--- config.mk ---
export PLATFORM = sky130hd
export DESIGN_NAME = tie_top
export DESIGN_NICKNAME = d
export VERILOG_FILES = /design/src/logic/tie_pkg.sv /design/src/logic/tie_top.sv
export VERILOG_INCLUDE_DIRS = /design/src /design/src/logic
export SDC_FILE = /design/constraint.sdc
export NUM_CORES = 1
export LEC_CHECK = 0
export BUFFER_PORTS_ARGS = -buffer_cell sky130_fd_sc_hd__buf_4
export CAP_MARGIN = 40
export CORE_UTILIZATION = 45
export DETAILED_ROUTE_END_ITERATION = 7
export GPL_ROUTABILITY_DRIVEN = 0
export PLACE_DENSITY = 0.86
export REMOVE_ABC_BUFFERS = 1
export SYNTH_ARGS = -nofsm -noshare
export SYNTH_HDL_FRONTEND = slang
export SYNTH_SLANG_ARGS = --single-unit
--- constraint.sdc ---
create_clock -name mclk -period 3.4 [get_ports mclk]
set_clock_uncertainty 0.05 [all_clocks]
set_input_delay 0.17 -clock mclk [delete_from_list [all_inputs] [get_ports mclk]]
set_output_delay 0.17 -clock mclk [all_outputs]
set_load 0.01 [all_outputs]
--- src/logic/tie_params.svh ---
// offsets, field positions, reset values and timing counts for the top-level interrupt block
// assumes inclusion from the block's module only
`ifndef TIE_PARAMS_SVH
`define TIE_PARAMS_SVH
`define TIE_ADDR_ENABLE_SET    32'hE000_E100
`define TIE_ADDR_ENABLE_CLEAR  32'hE000_E180
`define TIE_ADDR_EVENT_STATUS  32'hE000_E400
`define TIE_ADDR_EVENT_MASK    32'hE000_E404
`define TIE_ADDR_FAULT_STATUS  32'hE000_E408
`define TIE_ADDR_CLOCK_STATUS  32'hE000_E40C
`define TIE_ENABLE_RESET       17'h0_0000
`define TIE_NUM_IRQ            17
`define TIE_FLT_SIZE           0
`define TIE_FLT_PROT           1
`define TIE_FLT_UNMAP          2
`define TIE_FLT_REPEAT         3
`define TIE_EVT_XTAL           0
`define TIE_EVT_WDOG           1
`define TIE_EVT_BUSFLT         2
`define TIE_XTAL_FAIL_NS       1000
`define TIE_CLK_NS             8
`define TIE_XTAL_FAIL_CYC      ((`TIE_XTAL_FAIL_NS + `TIE_CLK_NS - 1) / `TIE_CLK_NS)
`define TIE_WDOG_MS            1792
`define TIE_WDOG_CYC           ((`TIE_WDOG_MS * 1000000) / `TIE_CLK_NS)
`define TIE_SWITCH_CYC         4
`endif

--- src/logic/tie_pkg.sv ---
// types shared by the top-level interrupt block
// assumes tie_params.svh beside it
package tie_pkg;
    typedef struct packed {
        logic        valid;
        logic [31:0] addr;
        logic [1:0]  size;
        logic        write;
        logic        user;
        logic        apb;
        logic        sys_periph;
        logic        prot_ram;
        logic        beyond_reg;
        logic        beyond_mem;
    } tie_access_s;
    typedef enum logic [1:0] {
        TIE_SIZE_BYTE,
        TIE_SIZE_HALF,
        TIE_SIZE_WORD,
        TIE_SIZE_RSVD
    } tie_size_e;
    typedef enum {
        TIE_CK_XTAL,
        TIE_CK_SWITCH,
        TIE_CK_RC
    } tie_clk_e;
endpackage

--- src/logic/tie_top.sv ---
// top-level interrupt enables, non-maskable sources and bus-fault recording
// assumes one clock mclk, peripherals driving level requests, bus checks from the fabric
`timescale 1ns/1ps
`include "tie_params.svh"

// Function
// - non-maskable interrupt comes only from crystal failure and watchdog low water
// - crystal stopping while selected forces core clock over to internal RC
// - after detection and switch, set crystal failure flag, raising non-maskable interrupt
// - active watchdog left unreset for low-water interval sets its flag
// - each bus-fault cause its own status bit; one access may set several
// - byte or halfword peripheral-bus access, or unaligned word, flags size fault
// - unprivileged write to system peripheral or protected RAM flags protection fault
// - access beyond last register or above memory top flags unmapped fault
// - second bus fault sets repeated bit and raises hard fault
// - writing one to enable-set bit enables; zeros leave enables alone
// - writing one to enable-clear bit disables; zeros leave enables alone
// - bit 16 debug, 15-12 pins D-A, 11 converter, 10-8 radio rx, tx, timer
// - bits 7-0 security, serial two, serial one, sleep, baseband, management, timers
// - top-level requests are levels following second-level flags
module tie_top
    import tie_pkg::*;
#(
    parameter int unsigned WDOG_CYC = `TIE_WDOG_CYC
) (
    input  wire logic        mclk,
    input  wire logic        rst,
    input  wire logic [31:0] addr,
    input  wire logic [31:0] wdata,
    input  wire logic        wr,
    input  wire logic        rd,
    output logic      [31:0] rdata,
    input  wire logic        debug_irq,
    input  wire logic        pin_irq_d,
    input  wire logic        pin_irq_c,
    input  wire logic        pin_irq_b,
    input  wire logic        pin_irq_a,
    input  wire logic        adc_irq,
    input  wire logic        radio_rx_irq,
    input  wire logic        radio_tx_irq,
    input  wire logic        radio_timer_irq,
    input  wire logic        security_irq,
    input  wire logic        serial_two_irq,
    input  wire logic        serial_one_irq,
    input  wire logic        sleep_timer_irq,
    input  wire logic        baseband_irq,
    input  wire logic        management_irq,
    input  wire logic        timer_two_irq,
    input  wire logic        timer_one_irq,
    output logic      [16:0] core_irq,
    input  wire logic        xtal_clk,
    input  wire logic        xtal_selected,
    input  wire logic        wdog_active,
    input  wire logic        wdog_kick,
    output logic             core_clock_sel_rc,
    output logic             nmi,
    input  wire tie_access_s bus_access,
    output logic             bus_fault,
    output logic             hard_fault,
    output logic             irq
);
    logic [16:0] req;
    logic [16:0] enable;
    logic [16:0] next_enable;
    logic [2:0]  evt_status;
    logic [2:0]  next_evt_status;
    logic [2:0]  evt_mask;
    logic [2:0]  next_evt_mask;
    logic [3:0]  fault_status;
    logic [3:0]  next_fault_status;
    logic [2:0]  xtal_sync;
    logic        xtal_prev;
    logic [7:0]  xtal_quiet;
    logic [7:0]  next_xtal_quiet;
    logic [2:0]  sw_cnt;
    logic [2:0]  next_sw_cnt;
    tie_clk_e    ck_state;
    tie_clk_e    next_ck_state;
    logic [31:0] wdog_cnt;
    logic [31:0] next_wdog_cnt;
    logic [31:0] next_rdata;
    logic [3:0]  flt_hit;
    logic [2:0]  evt_hit;
    logic        wdog_hit;
    logic        xtal_done;

    // level requests in enable-bit order
    assign req = {debug_irq, pin_irq_d, pin_irq_c, pin_irq_b, pin_irq_a, adc_irq,
                  radio_rx_irq, radio_tx_irq, radio_timer_irq,
                  security_irq, serial_two_irq, serial_one_irq, sleep_timer_irq,
                  baseband_irq, management_irq, timer_two_irq, timer_one_irq};

    genvar gi;
    generate
        for (gi = 0; gi < `TIE_NUM_IRQ; gi++) begin : g_gate
            assign core_irq[gi] = req[gi] & enable[gi];
        end
    endgenerate

    // crystal edge activity, sampled through three flops
    always_ff @(posedge mclk or posedge rst) begin
        if (rst) begin
            xtal_sync <= 3'h0;
            xtal_prev <= 1'b0;
        end else begin
            xtal_sync <= {xtal_sync[1:0], xtal_clk};
            if (xtal_sync[1] == xtal_sync[2]) begin
                xtal_prev <= xtal_sync[2];
            end
        end
    end

    always_comb begin
        next_xtal_quiet = xtal_quiet;
        next_sw_cnt     = sw_cnt;
        next_ck_state   = ck_state;
        xtal_done       = 1'b0;
        if (xtal_sync[1] == xtal_sync[2] && xtal_sync[2] != xtal_prev) begin
            next_xtal_quiet = 8'h00;
        end else if (xtal_quiet != 8'(`TIE_XTAL_FAIL_CYC)) begin
            next_xtal_quiet = xtal_quiet + 8'h01;
        end
        unique case (ck_state)
            TIE_CK_XTAL: begin
                if (xtal_selected && xtal_quiet == 8'(`TIE_XTAL_FAIL_CYC)) begin
                    next_ck_state = TIE_CK_SWITCH;
                    next_sw_cnt   = 3'h0;
                end
            end
            TIE_CK_SWITCH: begin
                next_sw_cnt = sw_cnt + 3'h1;
                if (sw_cnt == 3'(`TIE_SWITCH_CYC - 1)) begin
                    next_ck_state = TIE_CK_RC;
                    xtal_done     = 1'b1;
                end
            end
            TIE_CK_RC: begin
                next_ck_state = TIE_CK_RC;
            end
        endcase
    end

    always_ff @(posedge mclk or posedge rst) begin
        if (rst) begin
            xtal_quiet <= 8'h00;
            sw_cnt     <= 3'h0;
            ck_state   <= TIE_CK_XTAL;
        end else begin
            xtal_quiet <= next_xtal_quiet;
            sw_cnt     <= next_sw_cnt;
            ck_state   <= next_ck_state;
        end
    end

    assign core_clock_sel_rc = (ck_state != TIE_CK_XTAL);

    // watchdog low-water counter
    always_comb begin
        next_wdog_cnt = wdog_cnt;
        wdog_hit      = 1'b0;
        if (!wdog_active || wdog_kick) begin
            next_wdog_cnt = 32'h0000_0000;
        end else if (wdog_cnt == WDOG_CYC - 1) begin
            wdog_hit      = 1'b1;
            next_wdog_cnt = 32'h0000_0000;
        end else begin
            next_wdog_cnt = wdog_cnt + 32'h0000_0001;
        end
    end

    always_ff @(posedge mclk or posedge rst) begin
        if (rst) begin
            wdog_cnt <= 32'h0000_0000;
        end else begin
            wdog_cnt <= next_wdog_cnt;
        end
    end

    // bus-fault causes
    always_comb begin
        flt_hit = 4'h0;
        if (bus_access.valid) begin
            flt_hit[`TIE_FLT_SIZE] = (bus_access.apb && bus_access.size != TIE_SIZE_WORD) ||
                                     (bus_access.size == TIE_SIZE_WORD && bus_access.addr[1:0] != 2'h0);
            flt_hit[`TIE_FLT_PROT] = bus_access.user && bus_access.write &&
                                     (bus_access.sys_periph || bus_access.prot_ram);
            flt_hit[`TIE_FLT_UNMAP] = bus_access.beyond_reg || bus_access.beyond_mem;
        end
    end

    assign bus_fault  = |flt_hit[2:0];
    assign hard_fault = bus_fault && (|fault_status[2:0]);
    assign evt_hit    = {bus_fault, wdog_hit, xtal_done};

    // register file and sticky flags, set beats clear
    always_comb begin
        next_enable       = enable;
        next_evt_status   = evt_status | evt_hit;
        next_evt_mask     = evt_mask;
        next_fault_status = fault_status;
        next_rdata        = 32'h0000_0000;
        if (wr) begin
            unique case (addr)
                `TIE_ADDR_ENABLE_SET:   next_enable = enable | wdata[16:0];
                `TIE_ADDR_ENABLE_CLEAR: next_enable = enable & ~wdata[16:0];
                `TIE_ADDR_EVENT_STATUS: next_evt_status = (evt_status & ~wdata[2:0]) | evt_hit;
                `TIE_ADDR_EVENT_MASK:   next_evt_mask = wdata[2:0];
                `TIE_ADDR_FAULT_STATUS: next_fault_status = fault_status & ~wdata[3:0];
                default: ;
            endcase
        end
        next_fault_status = next_fault_status | flt_hit;
        if (bus_fault && (|fault_status[2:0])) begin
            next_fault_status[`TIE_FLT_REPEAT] = 1'b1;
        end
        if (rd) begin
            unique case (addr)
                `TIE_ADDR_ENABLE_SET,
                `TIE_ADDR_ENABLE_CLEAR: next_rdata = {15'h0000, enable};
                `TIE_ADDR_EVENT_STATUS: next_rdata = {29'h0000_0000, evt_status};
                `TIE_ADDR_EVENT_MASK:   next_rdata = {29'h0000_0000, evt_mask};
                `TIE_ADDR_FAULT_STATUS: next_rdata = {28'h000_0000, fault_status};
                `TIE_ADDR_CLOCK_STATUS: next_rdata = {31'h0000_0000, core_clock_sel_rc};
                default:                next_rdata = 32'h0000_0000;
            endcase
        end
    end

    always_ff @(posedge mclk or posedge rst) begin
        if (rst) begin
            enable       <= `TIE_ENABLE_RESET;
            evt_status   <= 3'h0;
            evt_mask     <= 3'h0;
            fault_status <= 4'h0;
            rdata        <= 32'h0000_0000;
        end else begin
            enable       <= next_enable;
            evt_status   <= next_evt_status;
            evt_mask     <= next_evt_mask;
            fault_status <= next_fault_status;
            rdata        <= next_rdata;
        end
    end

    // non-maskable level from the two second-level flags only
    assign nmi = evt_status[`TIE_EVT_XTAL] | evt_status[`TIE_EVT_WDOG];
    assign irq = |(evt_status & evt_mask);
endmodule

==> flow_metrics.tcl, run 1 <==
set metrics [dict create \
    ys_ff_latch 93 \
    drv_slew 0 \
    hold_class "primary input to register" \
    crit_path_end_kind "register" \
    antenna_found_initial 0 \
    crit_type "register to register" \
    r2r-end "ck_state[1]$_DFFE_PP0P_" \
    ant_nets 0 \
    die_h_um 103.2 \
    worst_hold_slack_ns 0.01839 \
    rsz0062_at_grt "false" \
    startpoint "xtal_quiet[2]$_DFFE_PP0P_" \
    post_drt_via_cell_ratio 5.357 \
    synth_edf_count 0 \
    row_count 36 \
    synth_cells 451 \
    crit_family "compound AO/OA/AOI/OAI gates" \
    dieArea_um2 10650 \
    cp.arrival_ns 2.43 \
    area_growth_pct 30.72 \
    yosys.cell_types.count 58 \
    crit_chain "and4_1 > nand4b_1 > o21ai_0 > o21ai_0 > mux2_2" \
    dr.pass1.iters 4 \
    grt_max_degree 48 \
    syn_area_per_cell_um2 10.22 \
    post_cts_buffers 0 \
    critPathRequiredTime_ns 3.61 \
    rrSetupSlack_ns 1.17 \
    max_stage_delay_ns 0.45 \
    drive_above_1_share_pct 26.88 \
    worst_setup_path_start_kind "register" \
    drv_cap 0 \
    grt_util_all_layers_pct 22.60 \
    wl_per_cell_um 15.33 \
    cp_common_cell "o21ai_0" \
    ir_worst_vdd_uv 242.4 \
    crit_slowest_cell "o21ai_0" \
    status "complete, no violations" \
    clock_path_buffers 2 \
    cts_buffers 9 \
    io_pins 185 \
    final_cell_mix "buf_4, dfrtp_1, nor2_1, nand2_1, xor2_1" \
    port_buffers 124 \
    clk_pin_slew_ns 0.08 \
    final_common_cell "buf_4" \
    path_depth 5 \
    dp_hpwl_mm 7.803 \
    yosysSeqAreaShare_pct 50.47 \
    synthArstFlopShare_pct 100.0 \
    power_density_nw_per_um2 369.6 \
    core_area_um2 9864 \
    drt_iter0_markers 224 \
    synth-warning-count 0 \
    routed_wl_mm 11.22 \
    nNetsFinal 733 \
    die_x_um 103.2 \
    max_clock_freq_mhz 448.9 \
    slew_headroom_pct 46.26 \
    drc 0 \
    power.leakage_nw 2.911 \
    n_fill_cell 757 \
    ctsHtreeMaxLevel 3 \
    finalSetupTns_ns 0 \
    grt_pass1_vias 3854 \
    clock-sinks 93 \
    setup_viol 0 \
    root_buffer "clkbuf_8" \
    cts.hold.buffers_added 15 \
    grt-ovfl-total 0 \
    crit-reg2reg-launch "xtal_quiet[2]$_DFFE_PP0P_" \
    grt_pass1_wl_mm 18.27 \
    clk_latency_ns 0.37 \
    worstMarginPinSlew_ns 0.8052 \
    crit_fanout 8 \
    reg2regPathDepth 5 \
    hold_viol_final 0 \
    antenna_cells 0 \
    cts_tree "yes" \
    start_util_pct 46.74 \
    crit_buf_inv 0 \
    ys.flop_type "dfrtp_1" \
    num_vias 3921 \
    fin_crit_sh_pct 65.52 \
    synth_area_um2 4611 \
    min_period_ns 2.228 \
    post_cts_resized 0 \
    crit_end "ck_state[1]$_DFFE_PP0P_" \
]
cell families after synthesis:
logic type	count (synthesis)	share of synthesized area, %
AOI/OAI and AO/OA	55	7.354
xor gates and xnor gates	34	6.459
adders and majority gates	8	2.117
buffers and inverters	44	4.993
DFF	93	50.47
muxes	13	3.256
other	1	0.08133
and+or+nand+nor	203	25.27
area by class of cell:
type | instances | area, um2 | area share (%)
multi-input combinational | 328 | 2106 | 34.94
timing repair buffer | 144 | 1131 | 18.77
sequential | 93 | 2327 | 38.61
inverter | 19 | 72.57 | 1.204
clock inverter | 3 | 68.82 | 1.142
tap | 133 | 166.4 | 2.761
clock buffer | 12 | 155.1 | 2.574
worst min-delay path, stage by stage:
cell and delay (ns):
buf_4 0.07, o21ai_0 0.09, nand2_1 0.07
cell usage after synthesis (all sizes together), types with 2 or more instances:
cell type	number	area (um2)
or4	3	26.27
nand3	18	90.09
nor2b	4	25.02
buf	17	128.9
mux2i	6	60.06
inv	19	71.32
nor4bb	2	20.02
ha	7	87.58
clkbuf	8	30.03
dfrtp	93	2327
a21o	2	15.01
nand2b	2	20.02
nand4b	2	17.52
nor4	10	92.59
nor4b	3	56.31
a21oi	18	90.09
xnor2	9	78.83
mux2	6	67.56
or2	2	15.02
nor3	6	35.03
nand2	29	108.9
and4	5	43.79
nand4	21	131.4
and2	18	112.6
a31oi	13	81.33
xor2	25	219.0
and3	20	125.1
a2bb2oi	2	17.52
nor2	52	195.2
o21ai	10	50.04
worst min path at each step:
stage | start | to | slack, ns | cells past startpoint
2_1_floorplan | xtal_clk | xtal_sync[0]$_DFF_PP0_ | 0.15 | 0
6_report | bus_access[1] | fault_status[2]$_DFF_PP0_ | 0.02 | 3
3_5_place_dp | xtal_clk | xtal_sync[0]$_DFF_PP0_ | 0.23 | 1
5_1_grt | wdata[0] | evt_mask[0]$_DFFE_PP0P_ | 0.02 | 2
3_3_place_gp | xtal_clk | xtal_sync[0]$_DFF_PP0_ | 0.23 | 1
4_1_cts | bus_access[1] | fault_status[2]$_DFF_PP0_ | 0.01 | 3
per-layer routing:
layer / track usage, % / wire length, um / up-vias
li1: - / - / 1848
met1: 26.46 / 4334 / 1877
met2: 39.28 / 5854 / 160
met3: 4.772 / 607 / 36
met4: 11.70 / 421 / 0
met5: 0 / 0 / -
power by group:
part / switching [mW] / internal (mW)
clock: 0.383 / 0.452
sequential: 0.0320 / 1.13
combinational: 0.111 / 0.119
total: 0.526 / 1.70
metrics by stage:
| stage | utilization, % | setup WS [ns] | cell area, um2 | instances | power, mW |
|---|---|---|---|---|---|
| after floorplan | - | 0.7597 | 4504 | 440 | 1.271 |
| after global placement | 57.31 | 0.9118 | 5653 | 702 | 1.387 |
| after detailed placement | 57.31 | 0.8072 | 5653 | 702 | 1.397 |
| after CTS | 61.10 | 1.189 | 6027 | 732 | 2.231 |
| after global routing | 61.10 | 0.9707 | 6027 | 732 | 2.307 |
| final | 61.10 | 1.172 | 6027 | 732 | 2.228 |
No activity file was read; power rests on OpenSTA's default activity.
==> inputs of run 2 (changes only) <==
ABC_AREA = 1   (was unset)
PLACE_DENSITY = 0.87   (was 0.86)
clock period = 2 ns   (was 3.4 ns; I/O delays follow)
==> run 2 against run 1 <==
  * Power up 79%
  * Via count up 24%
  * Highest routed layer unchanged
  * Clock-buffer cell count decreased by 3
  * Combinational power up 65%
  * First-iteration DRC count fell by 6.7%
  * Critical path type unchanged
  * Largest power group unchanged
  * Critical path depth rose by 3
  * Flip-flop and latch count did not move
  * Die area increased by 13%
  * Sequential power is 67% higher
  * Synthesized area up 13%
  * Cell area is 10% higher
==> flow_metrics.tcl, run 2 <==
set metrics [dict create \
    p_clk_share_pct 42.1 \
    worst_setup_path_start_kind "register" \
    synth-xor-area-share_pct 3.538 \
    total_power_mw 3.998 \
    n_fill_cell 937 \
    fin_util_pct 60.21 \
    port_buffers 124 \
    start_util_pct 47.13 \
    die_h_um 109.5 \
    antenna_cells 0 \
    p_sw_share_pct 25.49 \
    critPathRequiredTime_ns 2.17 \
    antenna_found_initial 0 \
    power.leakage_nw 3.298 \
    synth_compound_area_share_pct 5.656 \
    ant_nets 0 \
    place_area_um2 6248 \
    drt_iter0_markers 209 \
    dieArea_um2 11990 \
    crit_path_end_kind "register" \
    grt_pass1_vias 4540 \
    cts_buffers 9 \
    post_drt_via_cell_ratio 4.957 \
    core_area_um2 11030 \
    ir_worst_vdd_uv 449.0 \
    crit_type "register to register" \
    synth_fa_ha_area_share_pct 1.685 \
    grt-ovfl-total 0 \
    dr.pass1.iters 5 \
    grt_pass1_wl_mm 20.40 \
    dp_hpwl_mm 9.300 \
    combPwrFrac_pct 9.5 \
    clock_path_buffers 2 \
    post_cts_resized 0 \
    crit_buf_inv 1 \
    final_cell_mix "nand2_1, buf_4, nor2_1, inv_1, dfrtp_1" \
    worst_hold_slack_ns 0.003567 \
    final_common_cell "nand2_1" \
    nNetsFinal 972 \
    synth-warning-count 0 \
    synth_area_leader_cell "dfrtp_1" \
    drc 0 \
    net-switching-power_mw 1.019 \
    clk_latency_ns 0.34 \
    synth_area_um2 5199 \
    clock-sinks 93 \
    rsz0062_at_grt "false" \
    synthTopCellsByCount "nand2_1, nor2_1, inv_1, dfrtp_1, nand3_1" \
    yosys.cell_types.count 37 \
    drv_cap 0 \
    status "complete, no violations" \
    crit_fanout 15 \
    synth_cells 692 \
    routed_wl_mm 12.39 \
    die_x_um 109.5 \
    grt_util_all_layers_pct 21.83 \
    setup_viol 0 \
    hold_class "primary input to register" \
    drv_slew 0 \
    cts_tree "yes" \
    clk_pin_slew_ns 0.07 \
    ys.flop_type "dfrtp_1" \
    synth_simple_gate_area_share_pct 32.97 \
    cp.arrival_ns 1.92 \
    post_cts_buffers 0 \
    synth.top_cell.area_share_pct 44.77 \
    synth_top_family_by_area "simple AND/OR/NAND/NOR gates" \
    design_area_um2 6641 \
    crit_family "simple AND/OR/NAND/NOR gates" \
    ys_ff_latch 93 \
    syn_area_per_cell_um2 7.513 \
    synth_mux_area_share_pct 0 \
    io_pins 185 \
    synth_area_leaders "dfrtp_1, nand2_1, nor2_1, inv_1, nand3_1" \
    ctsHtreeMaxLevel 3 \
    power_frac_seq_pct 48.4 \
    drive_above_1_share_pct 21.45 \
    p_int_mw 2.979 \
    row_count 38 \
    wl_per_cell_um 12.65 \
    synth_edf_count 0 \
    power_density_nw_per_um2 602.1 \
    hold_viol_final 0 \
    max_stage_delay_ns 0.38 \
    num_vias 4853 \
    synthArstFlopShare_pct 100.0 \
    crit_chain "ha_1 > nand3_1 > inv_2 > nand2_2 > nor2_4 > nand3_2 > nand2_4 > nor3_1" \
    grt_max_degree 42 \
    min_period_ns 1.744 \
    yosys.cell_count.top_type "nand2_1" \
    root_buffer "clkbuf_16" \
    yosysSeqAreaShare_pct 44.77 \
    area_growth_pct 27.75 \
    crit_slowest_cell "dfrtp_1" \
    max_clock_freq_mhz 573.5 \
    fin_crit_sh_pct 87.19 \
]
## run 2: cell count changes in the layout (fill, tap and decap cells not counted), moves of 18 or more
cell,change
and3_1,-19
nand2_1,+112
and2_1,-18
o21ai_0,+21
inv_1,+89
nor2_1,+61
nand3_1,+41
## run 2: layout make-up
type	count	area [um2]	area share, %
Clock buffer	9	225.2	3.391
Timing Repair Buffer	140	1089	16.39
Tap cell	140	175.2	2.638
Sequential cell	93	2327	35.04
Inverter	112	421.7	6.349
Clock inverter	7	67.56	1.017
Multi-Input combinational cell	478	2336	35.17
## run 2: path summary, 6_finish.rpt
path                                         from                         to  slack, ns  depth (start not counted)
min in group asynchronous                     rst  xtal_quiet[6]$_DFFE_PP0P_       0.26                          3
hold / removal                          wdata[15]                   register      0.004                          3
setup / recovery            wdog_cnt[0]$_DFF_PP0_     wdog_cnt[17]$_DFF_PP0_       0.26                          8
max in group asynchronous                     rst  fault_status[2]$_DFF_PP0_       1.07                          4
setup reg to reg            wdog_cnt[0]$_DFF_PP0_     wdog_cnt[17]$_DFF_PP0_       0.26                          8
hold reg to reg            xtal_sync[0]$_DFF_PP0_     xtal_sync[1]$_DFF_PP0_       0.30                          0
## run 2: what timing repair did
action / in CTS / in global routing
hold endpoints to repair: 32 / 0
setup endpoints to repair: 0 / 0
hold buffers: 10 / 0
## run 2: power by group through the flow
stage	combinational [mW]	clock, mW	sequential, mW
floorplan	0.161	0	1.97
detailed placement	0.367	0	1.97
finish	0.380	1.68	1.94
global route	0.425	1.78	1.94
CTS	0.385	1.69	1.94
global placement	0.360	0	1.97
## run 2: per-layer routing
metal	vias to the layer above	part of all wire [%]	wire length, um	track usage (%)
met5	-	0	0	0
met4	0	2.3	291	8.286
met3	25	6.7	836	5.039
met2	178	49	6035	37.24
met1	2220	42	5225	26.87
li1	2430	-	-	-
## run 2: logic make-up after synthesis
| kind of cell | after synthesis |
|---|---|
| other cells | 1 |
| buf+inv | 135 |
| fa+ha+maj | 7 |
| flops | 93 |
| simple gates | 378 |
| xor+xnor | 21 |
| compound gates | 57 |
## run 2: stage by stage
stage / setup TNS, ns / instances / setup slack, ns
5_1_grt: 0 / 979 / 0.1287
3_5_place_dp: 0 / 953 / 0.2618
2_1_floorplan: -53.04 / 683 / -0.5703
4_1_cts: 0 / 979 / 0.2456
3_3_place_gp: 0 / 953 / 0.3505
6_report: 0 / 979 / 0.2563
## run 2: worst reg2reg max path: stages, from the launching register on
cell and delay (ns):
dfrtp_1 0.38, ha_1 0.20, nand3_1 0.17, inv_2 0.12, nand2_2 0.10, nor2_4 0.12, nand3_2 0.18, nand2_4 0.23
nor3_1 0.08
